$ cat config.mk
export PLATFORM = sky130hd
export DESIGN_NAME = adc_resolution_oversampler
export DESIGN_NICKNAME = d
export VERILOG_FILES = /design/src/rtl/ovs_pkg.sv /design/src/rtl/result_buffer.sv /design/src/rtl/adc_resolution_oversampler.sv
export SDC_FILE = /design/constraint.sdc
export NUM_CORES = 1
export LEC_CHECK = 0
export BUFFER_PORTS_ARGS = -buffer_cell sky130_fd_sc_hd__buf_4
export CAP_MARGIN = 5
export CORE_UTILIZATION = 63
export DETAILED_ROUTE_END_ITERATION = 10
export GPL_ROUTABILITY_DRIVEN = 0
export PLACE_DENSITY = 0.86
export REMOVE_ABC_BUFFERS = 1
export SKIP_CTS_REPAIR_TIMING = 1
export SYNTH_ARGS = -nofsm -noshare
export SYNTH_HDL_FRONTEND = slang
export SYNTH_HIERARCHICAL = 1
export SYNTH_SLANG_ARGS = --single-unit
export TNS_END_PERCENT = 30
$ cat constraint.sdc
create_clock -name ref_clk_i -period 7.2 [get_ports ref_clk_i]
set_clock_uncertainty 0.05 [all_clocks]
set_input_delay 0.36 -clock ref_clk_i [delete_from_list [all_inputs] [get_ports ref_clk_i]]
set_output_delay 0.36 -clock ref_clk_i [all_outputs]
set_load 0.01 [all_outputs]
$ cat src/rtl/ovs_pkg.sv
// Package with register offsets, field layouts, reset values and timing constants.
package ovs_pkg;

  // Register map, byte offsets on the plain register port.
  localparam logic [3:0] CONV_CTRL_OFS = 4'h0;
  localparam logic [3:0] OVS_CTRL_OFS = 4'h4;
  localparam logic [3:0] STATUS_OFS = 4'h8;
  localparam logic [3:0] RESULT_OFS = 4'hc;

  // Field positions in converter_control_reg_b.
  localparam int POWER_ON_BIT = 0;
  localparam int TEMP_EN_BIT = 1;
  localparam int REF_EN_BIT = 2;

  // Field positions in oversample_control_reg.
  localparam int OVS_EN_BIT = 0;
  localparam int RATIO_LSB = 2;
  localparam int SHIFT_LSB = 5;
  localparam int RES_LSB = 12;

  // Values after reset.
  localparam logic [2:0] CONV_CTRL_RST = 3'h0;
  localparam logic [2:0] RATIO_RST = 3'h0;
  localparam logic [3:0] SHIFT_RST = 4'h0;
  localparam logic [1:0] RES_RST = 2'h0;

  // Internal channel numbers.
  localparam logic [4:0] TEMP_CHANNEL = 5'h10;
  localparam logic [4:0] REF_CHANNEL = 5'h11;

  // Largest shift code accepted.
  localparam logic [3:0] SHIFT_MAX = 4'h8;

  // Minimum sampling phase in half cycles (2.5 clocks), rounded up to whole clocks.
  localparam int SAMPLE_HALF_CYCLES = 5;
  localparam int SAMPLE_CYCLES = (SAMPLE_HALF_CYCLES + 1) / 2;

  // Conversion phase in half cycles per resolution code 12, 10, 8, 6 bits.
  localparam int CONV_HALF_12 = 25;
  localparam int CONV_HALF_10 = 21;
  localparam int CONV_HALF_8 = 17;
  localparam int CONV_HALF_6 = 13;

  // Resolution codes.
  typedef enum logic [1:0] {
    RES_12,
    RES_10,
    RES_8,
    RES_6
  } res_t;

endpackage : ovs_pkg

$ cat src/rtl/result_buffer.sv
// Two-entry valid/ready buffer that carries oversampled results to the reader.
`timescale 1ns/100ps
module result_buffer #(
  parameter int WIDTH = 16,
  parameter int DEPTH = 2
) (
  input wire logic ref_clk_i,
  input wire logic rst_n_i,
  input wire logic in_valid_i,
  output logic in_ready_o,
  input wire logic [WIDTH-1:0] in_data_i,
  output logic out_valid_o,
  input wire logic out_ready_i,
  output logic [WIDTH-1:0] out_data_o
);

  localparam int PW = $clog2(DEPTH);

  logic [WIDTH-1:0] mem_q [DEPTH];
  logic [PW-1:0] wr_q;
  logic [PW-1:0] rd_q;
  logic [PW:0] cnt_q;
  logic push;
  logic pop;

  // Full and empty come straight from the occupancy count; the count is one bit wider than
  // the pointers so that a full buffer is told apart from an empty one.
  assign in_ready_o = (cnt_q < (PW+1)'(DEPTH));
  assign out_valid_o = (cnt_q != '0);
  assign push = in_valid_i && in_ready_o;
  assign pop = out_valid_o && out_ready_i;
  assign out_data_o = mem_q[rd_q];

  // Storage is written only on an accepted word.
  always_ff @(posedge ref_clk_i) begin
    if (push) begin
      mem_q[wr_q] <= in_data_i;
    end
  end

  // Pointers wrap at the depth, which need not be a power of two.
  always_ff @(posedge ref_clk_i or negedge rst_n_i) begin
    if (!rst_n_i) begin
      wr_q <= '0;
      rd_q <= '0;
      cnt_q <= '0;
    end else begin
      if (push) begin
        wr_q <= (wr_q == PW'(DEPTH - 1)) ? '0 : wr_q + 1'b1;
      end
      if (pop) begin
        rd_q <= (rd_q == PW'(DEPTH - 1)) ? '0 : rd_q + 1'b1;
      end
      cnt_q <= cnt_q + (PW+1)'(push) - (PW+1)'(pop);
    end
  end

endmodule : result_buffer

$ cat src/rtl/adc_resolution_oversampler.sv
// Resolution control, internal channel enables and hardware oversampler of the converter.
//
// Our own choices: the address map and the address-and-strobe port.
`timescale 1ns/100ps
module adc_resolution_oversampler #(
  parameter int ACC_W = 20,
  parameter int OUT_W = 16,
  parameter int RAW_W = 12,
  parameter int BUF_DEPTH = 2
) (
  input wire logic ref_clk_i,
  input wire logic rst_n_i,
  input wire logic [3:0] reg_addr_i,
  input wire logic [31:0] reg_wdata_i,
  input wire logic reg_wr_i,
  input wire logic reg_rd_i,
  output logic [31:0] reg_rdata_o,
  input wire logic [RAW_W-1:0] core_data_i,
  input wire logic core_valid_i,
  output logic core_start_o,
  output logic [1:0] resolution_select_o,
  output logic temp_sensor_power_on_o,
  output logic temp_sensor_channel_o,
  output logic bandgap_ref_channel_o,
  output logic [4:0] temp_channel_num_o,
  output logic [4:0] ref_channel_num_o,
  output logic result_valid_o,
  input wire logic result_ready_i,
  output logic [OUT_W-1:0] result_data_o
);

  typedef enum logic [1:0] {
    ST_IDLE,
    ST_SAMPLE,
    ST_CONVERT
  } conv_state_t;

  // Software state.
  logic converter_power_on_q;
  logic temp_sensor_enable_q;
  logic bandgap_ref_enable_q;
  logic ovs_enable_q;
  logic [2:0] oversample_ratio_q;
  logic [3:0] oversample_shift_q;
  logic [1:0] resolution_select_q;
  logic [31:0] rdata_q;

  // Sequencer and oversampler state.
  conv_state_t state_q;
  logic [4:0] phase_cnt_q;
  logic [ACC_W-1:0] acc_q;
  logic [8:0] sample_cnt_q;
  logic [OUT_W-1:0] out_word_q;
  logic out_valid_q;
  logic buf_ready;
  logic [RAW_W-1:0] masked_raw;
  logic sample_take;
  logic last_sample;
  logic [8:0] ratio_n;
  logic [ACC_W-1:0] sum_now;

  // Ratio code to sample count, one doubling per code step.
  function automatic logic [8:0] ratio_count(input logic [2:0] code);
    ratio_count = 9'h002 << code;
  endfunction : ratio_count

  // Conversion length in whole clocks; the half clock is rounded up into this phase.
  function automatic logic [4:0] conv_cycles(input logic [1:0] res);
    int half;
    half = ovs_pkg::CONV_HALF_12;
    case (res)
      ovs_pkg::RES_10: half = ovs_pkg::CONV_HALF_10;
      ovs_pkg::RES_8: half = ovs_pkg::CONV_HALF_8;
      ovs_pkg::RES_6: half = ovs_pkg::CONV_HALF_6;
      default: half = ovs_pkg::CONV_HALF_12;
    endcase
    conv_cycles = 5'((half + 1) / 2);
  endfunction : conv_cycles

  // Round to nearest with the bits shifted out, then keep the low bits only.
  function automatic logic [15:0] shift_round(input logic [19:0] sum, input logic [3:0] sh);
    logic [20:0] biased;
    logic [3:0] s;
    s = (sh > ovs_pkg::SHIFT_MAX) ? ovs_pkg::SHIFT_MAX : sh;
    biased = {1'b0, sum};
    if (s != 4'h0) begin
      biased = biased + (21'h000001 << (s - 4'h1));
    end
    biased = biased >> s;
    shift_round = biased[15:0];
  endfunction : shift_round

  // Register writes. Resolution is ignored while powered, so a running conversion keeps
  // its timing even if software breaks the power-off requirement.
  always_ff @(posedge ref_clk_i or negedge rst_n_i) begin
    if (!rst_n_i) begin
      converter_power_on_q <= ovs_pkg::CONV_CTRL_RST[ovs_pkg::POWER_ON_BIT];
      temp_sensor_enable_q <= ovs_pkg::CONV_CTRL_RST[ovs_pkg::TEMP_EN_BIT];
      bandgap_ref_enable_q <= ovs_pkg::CONV_CTRL_RST[ovs_pkg::REF_EN_BIT];
      ovs_enable_q <= 1'b0;
      oversample_ratio_q <= ovs_pkg::RATIO_RST;
      oversample_shift_q <= ovs_pkg::SHIFT_RST;
      resolution_select_q <= ovs_pkg::RES_RST;
    end else if (reg_wr_i) begin
      if (reg_addr_i == ovs_pkg::CONV_CTRL_OFS) begin
        converter_power_on_q <= reg_wdata_i[ovs_pkg::POWER_ON_BIT];
        temp_sensor_enable_q <= reg_wdata_i[ovs_pkg::TEMP_EN_BIT];
        bandgap_ref_enable_q <= reg_wdata_i[ovs_pkg::REF_EN_BIT];
      end else if (reg_addr_i == ovs_pkg::OVS_CTRL_OFS) begin
        ovs_enable_q <= reg_wdata_i[ovs_pkg::OVS_EN_BIT];
        oversample_ratio_q <= reg_wdata_i[ovs_pkg::RATIO_LSB +: 3];
        oversample_shift_q <= reg_wdata_i[ovs_pkg::SHIFT_LSB +: 4];
        if (!converter_power_on_q) begin
          resolution_select_q <= reg_wdata_i[ovs_pkg::RES_LSB +: 2];
        end
      end
    end
  end

  // Read data stand for the one cycle after the strobe; unmapped addresses read zero.
  always_ff @(posedge ref_clk_i or negedge rst_n_i) begin
    if (!rst_n_i) begin
      rdata_q <= 32'h0000_0000;
    end else if (reg_rd_i) begin
      if (reg_addr_i == ovs_pkg::CONV_CTRL_OFS) begin
        rdata_q <= {29'h0, bandgap_ref_enable_q, temp_sensor_enable_q, converter_power_on_q};
      end else if (reg_addr_i == ovs_pkg::OVS_CTRL_OFS) begin
        rdata_q <= {18'h0, resolution_select_q, 3'h0, oversample_shift_q,
                    oversample_ratio_q, 1'b0, ovs_enable_q};
      end else if (reg_addr_i == ovs_pkg::STATUS_OFS) begin
        rdata_q <= {14'h0, state_q, 7'h0, sample_cnt_q};
      end else if (reg_addr_i == ovs_pkg::RESULT_OFS) begin
        rdata_q <= {15'h0, result_valid_o, result_data_o};
      end else begin
        rdata_q <= 32'h0000_0000;
      end
    end else begin
      rdata_q <= 32'h0000_0000;
    end
  end
  assign reg_rdata_o = rdata_q;

  // Internal channel routing follows the enables directly.
  assign temp_sensor_power_on_o = temp_sensor_enable_q;
  assign temp_sensor_channel_o = temp_sensor_enable_q;
  assign bandgap_ref_channel_o = bandgap_ref_enable_q;
  assign temp_channel_num_o = ovs_pkg::TEMP_CHANNEL;
  assign ref_channel_num_o = ovs_pkg::REF_CHANNEL;
  assign resolution_select_o = resolution_select_q;

  // Conversion sequencer: fixed sampling phase, then a resolution-dependent conversion
  // phase. It holds in idle while a finished word waits to enter the buffer, so no result is overwritten.
  always_ff @(posedge ref_clk_i or negedge rst_n_i) begin
    if (!rst_n_i) begin
      state_q <= ST_IDLE;
      phase_cnt_q <= 5'h00;
    end else begin
      case (state_q)
        ST_IDLE: begin
          if (converter_power_on_q && !out_valid_q) begin
            state_q <= ST_SAMPLE;
            phase_cnt_q <= 5'(ovs_pkg::SAMPLE_CYCLES - 1);
          end
        end
        ST_SAMPLE: begin
          if (phase_cnt_q == 5'h00) begin
            state_q <= ST_CONVERT;
            phase_cnt_q <= conv_cycles(resolution_select_q) - 5'h01;
          end else begin
            phase_cnt_q <= phase_cnt_q - 5'h01;
          end
        end
        ST_CONVERT: begin
          if (phase_cnt_q == 5'h00) begin
            state_q <= ST_IDLE;
          end else begin
            phase_cnt_q <= phase_cnt_q - 5'h01;
          end
        end
        default: state_q <= ST_IDLE;
      endcase
    end
  end
  assign core_start_o = (state_q == ST_SAMPLE) && (phase_cnt_q == 5'(ovs_pkg::SAMPLE_CYCLES - 1));

  // Low bits below the selected resolution are forced to zero.
  always_comb begin
    masked_raw = core_data_i;
    case (resolution_select_q)
      ovs_pkg::RES_10: masked_raw = {core_data_i[RAW_W-1:2], 2'b00};
      ovs_pkg::RES_8: masked_raw = {core_data_i[RAW_W-1:4], 4'h0};
      ovs_pkg::RES_6: masked_raw = {core_data_i[RAW_W-1:6], 6'h00};
      default: masked_raw = core_data_i;
    endcase
  end

  assign sample_take = core_valid_i && !out_valid_q;
  assign ratio_n = ratio_count(oversample_ratio_q);
  assign last_sample = !ovs_enable_q || (sample_cnt_q == ratio_n - 9'h001);
  assign sum_now = acc_q + ACC_W'(masked_raw);

  // Accumulator: sums N results, then restarts from zero for the next group.
  always_ff @(posedge ref_clk_i or negedge rst_n_i) begin
    if (!rst_n_i) begin
      acc_q <= '0;
      sample_cnt_q <= 9'h000;
    end else if (!ovs_enable_q) begin
      acc_q <= '0;
      sample_cnt_q <= 9'h000;
    end else if (sample_take) begin
      if (last_sample) begin
        acc_q <= '0;
        sample_cnt_q <= 9'h000;
      end else begin
        acc_q <= sum_now;
        sample_cnt_q <= sample_cnt_q + 9'h001;
      end
    end
  end

  // Output word: one per N conversions, or every conversion when oversampling is off.
  always_ff @(posedge ref_clk_i or negedge rst_n_i) begin
    if (!rst_n_i) begin
      out_word_q <= '0;
      out_valid_q <= 1'b0;
    end else if (sample_take && last_sample) begin
      out_valid_q <= 1'b1;
      if (ovs_enable_q) begin
        out_word_q <= shift_round(sum_now, oversample_shift_q);
      end else begin
        out_word_q <= OUT_W'(masked_raw);
      end
    end else if (buf_ready) begin
      out_valid_q <= 1'b0;
    end
  end

  // Two-entry buffer toward the result reader; a stalled reader stalls the sequencer.
  result_buffer #(
    .WIDTH(OUT_W),
    .DEPTH(BUF_DEPTH)
  ) u_buf (
    .ref_clk_i(ref_clk_i),
    .rst_n_i(rst_n_i),
    .in_valid_i(out_valid_q),
    .in_ready_o(buf_ready),
    .in_data_i(out_word_q),
    .out_valid_o(result_valid_o),
    .out_ready_i(result_ready_i),
    .out_data_o(result_data_o)
  );
endmodule : adc_resolution_oversampler

* Word level (Yosys, flattened, before mapping)
Memory sizes are Yosys's and may differ from the RTL's. Index checks and enable logic that the tools add are counted.
Storage, ports and cells: flip-flop bits (word level) 102, latch bits 0, memory bits (writable) 32, bits in read-only memories 0, bits of input ports 54, output and inout bits 65, logic and storage cells 109, memories kept 1
Operators by class: $add $sub $neg 13, multipliers 0, divide/modulo/power cells 0, $lt $le $gt $ge 2, equality and inequality tests 15, shift-type cells 3, multiplexer cells 34, bitwise operators 3, reductions and logical operators 21
Memory list:
- u_buf.mem_q | words 2, bits a word 16, read ports 1, clocked after memory_dff 0, wr ports 1, RTL line result_buffer.sv:19 | logic [WIDTH-1:0] mem_q [DEPTH];
Operator list (number):
- 2-to-1 mux 32 bit | 3
- 2-to-1 mux 21 bit | 3
- 2-to-1 mux 20 bit | 3
- 2-to-1 mux 18 bit | 3
- adder 32 x 2 -> 32 bit, second input constant | 1
- case mux 5 bit (3 select lines) | 2
- 2-to-1 mux 9 bit | 3
- adder 20 x 21 -> 21 bit | 1
- left shift 1 x 4 -> 21 bit, first input constant | 1
- right shift 21 x 4 -> 16 bit | 1
- adder 20 x 12 -> 20 bit | 1
- case mux 6 bit (3 select lines) | 1
- 2-to-1 mux 17 bit | 1
- 2-to-1 mux 16 bit | 1
- 2-to-1 mux 5 bit | 3
- subtractor 5 x 1 -> 5 bit, second input constant | 2
- adder 9 x 1 -> 9 bit, second input constant | 1
- == test 9 bit | 1
- AND reduction 3 bit | 3
- left shift 2 x 3 -> 9 bit, first input constant | 1
- subtractor 9 x 1 -> 9 bit, second input constant | 1
- == test 4 bit, second input constant | 2
- != test 2 bit, second input constant | 4
- == test 2 bit, second input constant | 3
- 28 further kinds | 45

* Depth between registers and ports, before layout
depth in word-level cells 10, mapped depth 23, mapped depth without buffers 22

* Hierarchy
Netlist, hierarchy kept.
Modules (own cells, without submodules):
- adc_resolution_oversampler | instances 1, cells each 852, area an instance 7100.6 um^2, seq. area each 2102.0 um^2
- result_buffer | instances 1, cells each 70, area an instance 1407.6 um^2, seq. area each 1061.0 um^2

* Least setup slack after synthesis
Ideal clock, no wire load.
path type register to register, start point reg resolution_select_q[1] (netlist: resolution_select_o[1]), end point reg out_word_q[13], library setup time 0.139 ns, arrival 4.729 ns, data required time 7.011 ns, setup slack 2.282 ns, stages on the path, launching flop included 22, buffers on the path 1, period minus slack after synthesis 4.918 ns, cells stage by stage dfrtp_1 -> inv_1 -> ha_1 -> nor3_1 -> nor2b_1 -> ha_1 -> buf_2 -> a21o_1 -> nor2_1 -> a21oi_1 -> a31oi_1 -> ha_1 -> a21oi_1 -> o21a_1 -> a21oi_1 -> or2_2 -> a31oi_2 -> o31ai_2 -> a21o_1 -> a21oi_1 -> a2111oi_0 -> or4_1
Between the ends: word-level cells in the longest chain between the ends 9, elaborated cells on any way between the ends 11, those cells by class add/sub (2); eq/ne (3); shift (1); mux (5)
RTL lines:
- from (decl) | RTL line adc_resolution_oversampler.sv:45 | logic [1:0] resolution_select_q;
- from (signal assigned) | RTL line adc_resolution_oversampler.sv:103 | resolution_select_q <= ovs_pkg::RES_RST;
- from (signal assigned) | RTL line adc_resolution_oversampler.sv:114 | resolution_select_q <= reg_wdata_i[ovs_pkg::RES_LSB +: 2];
- == test 2 bit / == test 2 x 1 -> 1 bit (equally long branches) | RTL line adc_resolution_oversampler.sv:189 | case (resolution_select_q)
- case mux 6 bit (3 select lines) (*) | RTL line adc_resolution_oversampler.sv:189
- adder 20 x 12 -> 20 bit (*) | RTL line adc_resolution_oversampler.sv:200 | assign sum_now = acc_q + ACC_W'(masked_raw);
- adder 20 x 21 -> 21 bit | RTL line adc_resolution_oversampler.sv:87 | biased = biased + (21'h000001 << (s - 4'h1));
- 2-to-1 mux 21 bit (*) | RTL line adc_resolution_oversampler.sv:86 | if (s != 4'h0) begin
- 2-to-1 mux 21 bit (*) | RTL line adc_resolution_oversampler.sv:228 | if (ovs_enable_q) begin
- 2-to-1 mux 21 bit (*) | RTL line adc_resolution_oversampler.sv:226 | end else if (sample_take && last_sample) begin
- right shift 21 x 4 -> 16 bit (*) | RTL line adc_resolution_oversampler.sv:89 | biased = biased >> s;
- 2-to-1 mux 16 bit (*) | RTL line adc_resolution_oversampler.sv:228
- to (signal assigned) | RTL line adc_resolution_oversampler.sv:229 | out_word_q <= shift_round(sum_now, oversample_shift_q);
- to (signal assigned) | RTL line adc_resolution_oversampler.sv:231 | out_word_q <= OUT_W'(masked_raw);
- to (decl) | RTL line adc_resolution_oversampler.sv:53 | logic [OUT_W-1:0] out_word_q;
Every way passes the cells marked *; elsewhere a longest branch is shown, timed or not. The select of a mux whose other input is x is not followed. A chain may end at the register's enable or synchronous reset.

* Final worst setup path
start point reg resolution_select_q[1] (netlist: resolution_select_o[1]), end point reg out_word_q[14]
Same word-level chain as after synthesis.

==> run metrics <==
Unique masters post-synth=87; RSZ-0062 raised after global routing=no; ys flop type=dfrtp_1; clock power share=a little under a quarter; met3 usage=between 7 and 8%; critical path type=reg -> reg; Worst setup SP type=flip-flop; Leak=approximately 4.3 nW; Slew headroom=24.6%; diode count=0; CTS max path bufs=2; Worst-Margin Slew=1.13 ns; Die Span Y=around 120 um; final core utilization=72.5%; most frequent cell after synthesis=dfrtp_1; top cell type by total area after synthesis=dfrtp_1; area of the multi-input gates=4920 um2; PortBufs=between 70 and 80; max-cap viol count=0; worst skew pair latency=0.42 ns; Clock Root Buffer=clkbuf_16; Layout area overhead=12.4%; H-tree levels=4; Critical Path Sink Type=flip-flop; die width=118 um; CTS tree=built; nets@finish=1080; setup TNS=0 ns; DR vias/cell=about 6.5; Max Fclk=between 0.15 and 0.2 GHz; met2 Use GR=a little over half; # clock sinks=between 100 and 150; Wirelength per Cell=19.5 um; Worst Slack Setup Final=between 1 and 1.5 ns; met1 Use GR=42.1%; initial core utilization=64.5%; total gr overflow=0; pins over their slew limit=0; Detailed Routing Iterations Pass 1=8; post-synth top area share=25.9%; num rows=42; Data arrival, critical path=6.17 ns; total number of vias=7630; area of placed instances=9030 um2; largest net degree at the start of global routing=81; Routed Antenna Nets=0; Cell Pwr Density=346 nW/um2; Reg clk slew, reported paths=0.06 ns; number of flops mapped to enable cells by yosys=32; Syn Inst Count=922; die area=14000 um2; Post-DP HPWL=approximately 16 mm; FILL cells=slightly below 1000; final instance area=9560 um2; DRT iter0 DRCs=909; vias in the first global route=7189; initial antenna violation count=0; CTS buffer count=17; P_int=0.00194 W; Worst EP required=7.44 ns; first-pass GRT wire length=36.6 mm; ys async rst share=between 70% and 80%; fin crit period=5.93 ns; switching pwr=between 0.001 and 0.0015 W; synth top area cells=dfrtp_1 (26%), edfxtp_1 (11%), ha_1 (6.3%); Comb power frac=45.4%; VDD IR max=0.189 mV; # IOs=119; outcome=completed; final WL=~23 mm; synthesized flop and latch total=120; core area=13200 um2; sequential cell area=3160 um2; post-synthesis cell area=between 8000 and 9000 um2; final cycle utilization of the critical path=82.3%; post-synthesis sequential area ratio=37.2%; share of layout cells above drive strength 1=16.8%; final setup violation count=0; pre-CTS WS=1.41 ns; Sw Share=between 40% and 50%; worst hold path type=in -> reg; Total Routing Usage GR=33.5%; crit path max fanout=8; Most Crowded Layer GR=met2; Syn. warnings=6; Final Hold Viols=0; Post-synth top cells=dfrtp_1 (88), nand2_1 (83), o21ai_0 (75), nor2_1 (72), a21oi_1 (64); drc violations=0; Flop pwr share=31.9%; Syn Area/Cell=9.23 um2
-- area by class of cell --
cell class,instances,share of cell area (%)
sequential,120,33.1
inverter,33,1.43
timing repair buffer,80,6.31
multi-input combinational,729,51.4
tap,176,2.30
clock inverter,12,0.798
clock buffer,20,4.67
-- per-layer routing --
layer,vias up,share of wire [%]
li1,3471,-
met1,3587,39
met2,468,48
met3,104,8.3
met4,0,4.7
met5,-,0
-- cells by family (layout without fill, tap and decap cells) --
family	Yosys count	count (layout)	share of synthesized area [%]
AOI/OAI and AO/OA	289	289	23.0
and+or+nand+nor	276	276	15.4
DFF	120	120	37.2
buffers and inverters	102	145	6.32
muxes	58	58	8.06
adders and majority gates	45	45	6.79
xor gates and xnor gates	30	30	3.18
other	2	31	0.0883
-- critical path: stages (launching register included) --
cell and delay [ns]:
dfrtp_1 0.51, inv_1 0.12, ha_1 0.23, nor3_1 0.29
nor2b_1 0.12, ha_1 0.41, a21o_1 0.24, nor2_1 0.19
a21oi_1 0.14, a31oi_1 0.41, ha_1 0.34, nand3_1 0.10
or3_1 0.40, a21oi_1 0.27, or2_2 0.20, a31oi_2 0.20
o31ai_1 0.47, nor2_1 0.20, o311ai_1 0.49, nor4_1 0.09
or3_1 0.32
-- through the flow --
stage	total power (W)	cells	hold slack, ns
4_1_cts	0.00326	1169	-0.301
3_3_place_gp	0.00244	1137	0.134
2_1_floorplan	0.00203	882	0.0144
3_5_place_dp	0.00249	1137	0.134
6_report	0.00331	1170	0.0963
5_1_grt	0.00349	1170	0.115
-- power groups by stage --
stage / clock network, W / logic (W) / registers [W]
after floorplan: 0 / 0.00102 / 0.00101
after global placement: 0 / 0.00140 / 0.00104
after detailed placement: 0 / 0.00143 / 0.00106
after CTS: 0.000755 / 0.00146 / 0.00105
after global routing: 0.000788 / 0.00163 / 0.00107
final: 0.000754 / 0.00150 / 0.00106
-- cell usage in the layout, fill, tap and decap left out, types with 9 or more instances in the layout --
cell       Yosys  final
a22o_1        16     16
dfrtp_1       88     88
edfxtp_1      32     32
nand3_1       19     19
mux2_4         9      9
xnor2_1       18     18
a21oi_1       64     64
xor2_1        11     11
a31oi_1       10     10
clkbuf_16      0     17
nor2_1        72     72
nor3_1        17     17
nor2b_1       12     12
and3_1        11     11
buf_4         25     79
mux2_2        27     27
o21ai_0       75     75
and2_1        14     14
mux2i_1       19     19
nand4_1       15     15
inv_1         31     31
nand2_1       83     83
a211oi_1      13     13
ha_1          43     43
a21o_1        11     11
o211ai_1       9      9
conb_1         2     31
-- state kept, by name, indices dropped and copies added, names as in the netlist --
name and cells:
phase_cnt_q 5, reg_rdata_o 18, resolution_select_o 2, u_buf/wr_q 1
oversample_ratio_q 3, acc_q 20, u_buf/rd_q 1, u_buf/cnt_q 2
state_q 2, out_valid_q 1, bandgap_ref_channel_o 1, u_buf/mem_q 32
ovs_enable_q 1, sample_cnt_q 9, oversample_shift_q 4, out_word_q 16
temp_sensor_channel_o 1, converter_power_on_q 1
-- path summary, 6_finish.rpt --
path,depth (start not counted),from,slack (ns),endpoint
max in group asynchronous,3,rst_n_i,5.64,oversample_shift_q[1]
hold / removal,3,reg_wdata_i[13],0.1,resolution_select_o[1]
hold reg to reg,0,out_word_q[6],0.42,u_buf/mem_q[1][6]
setup reg to reg,20,resolution_select_o[1],1.27,out_word_q[14]
min in group asynchronous,2,rst_n_i,0.26,resolution_select_o[0]
setup / recovery,20,resolution_select_o[1],1.27,out_word_q[14]
(Power assumes the default switching activity.)
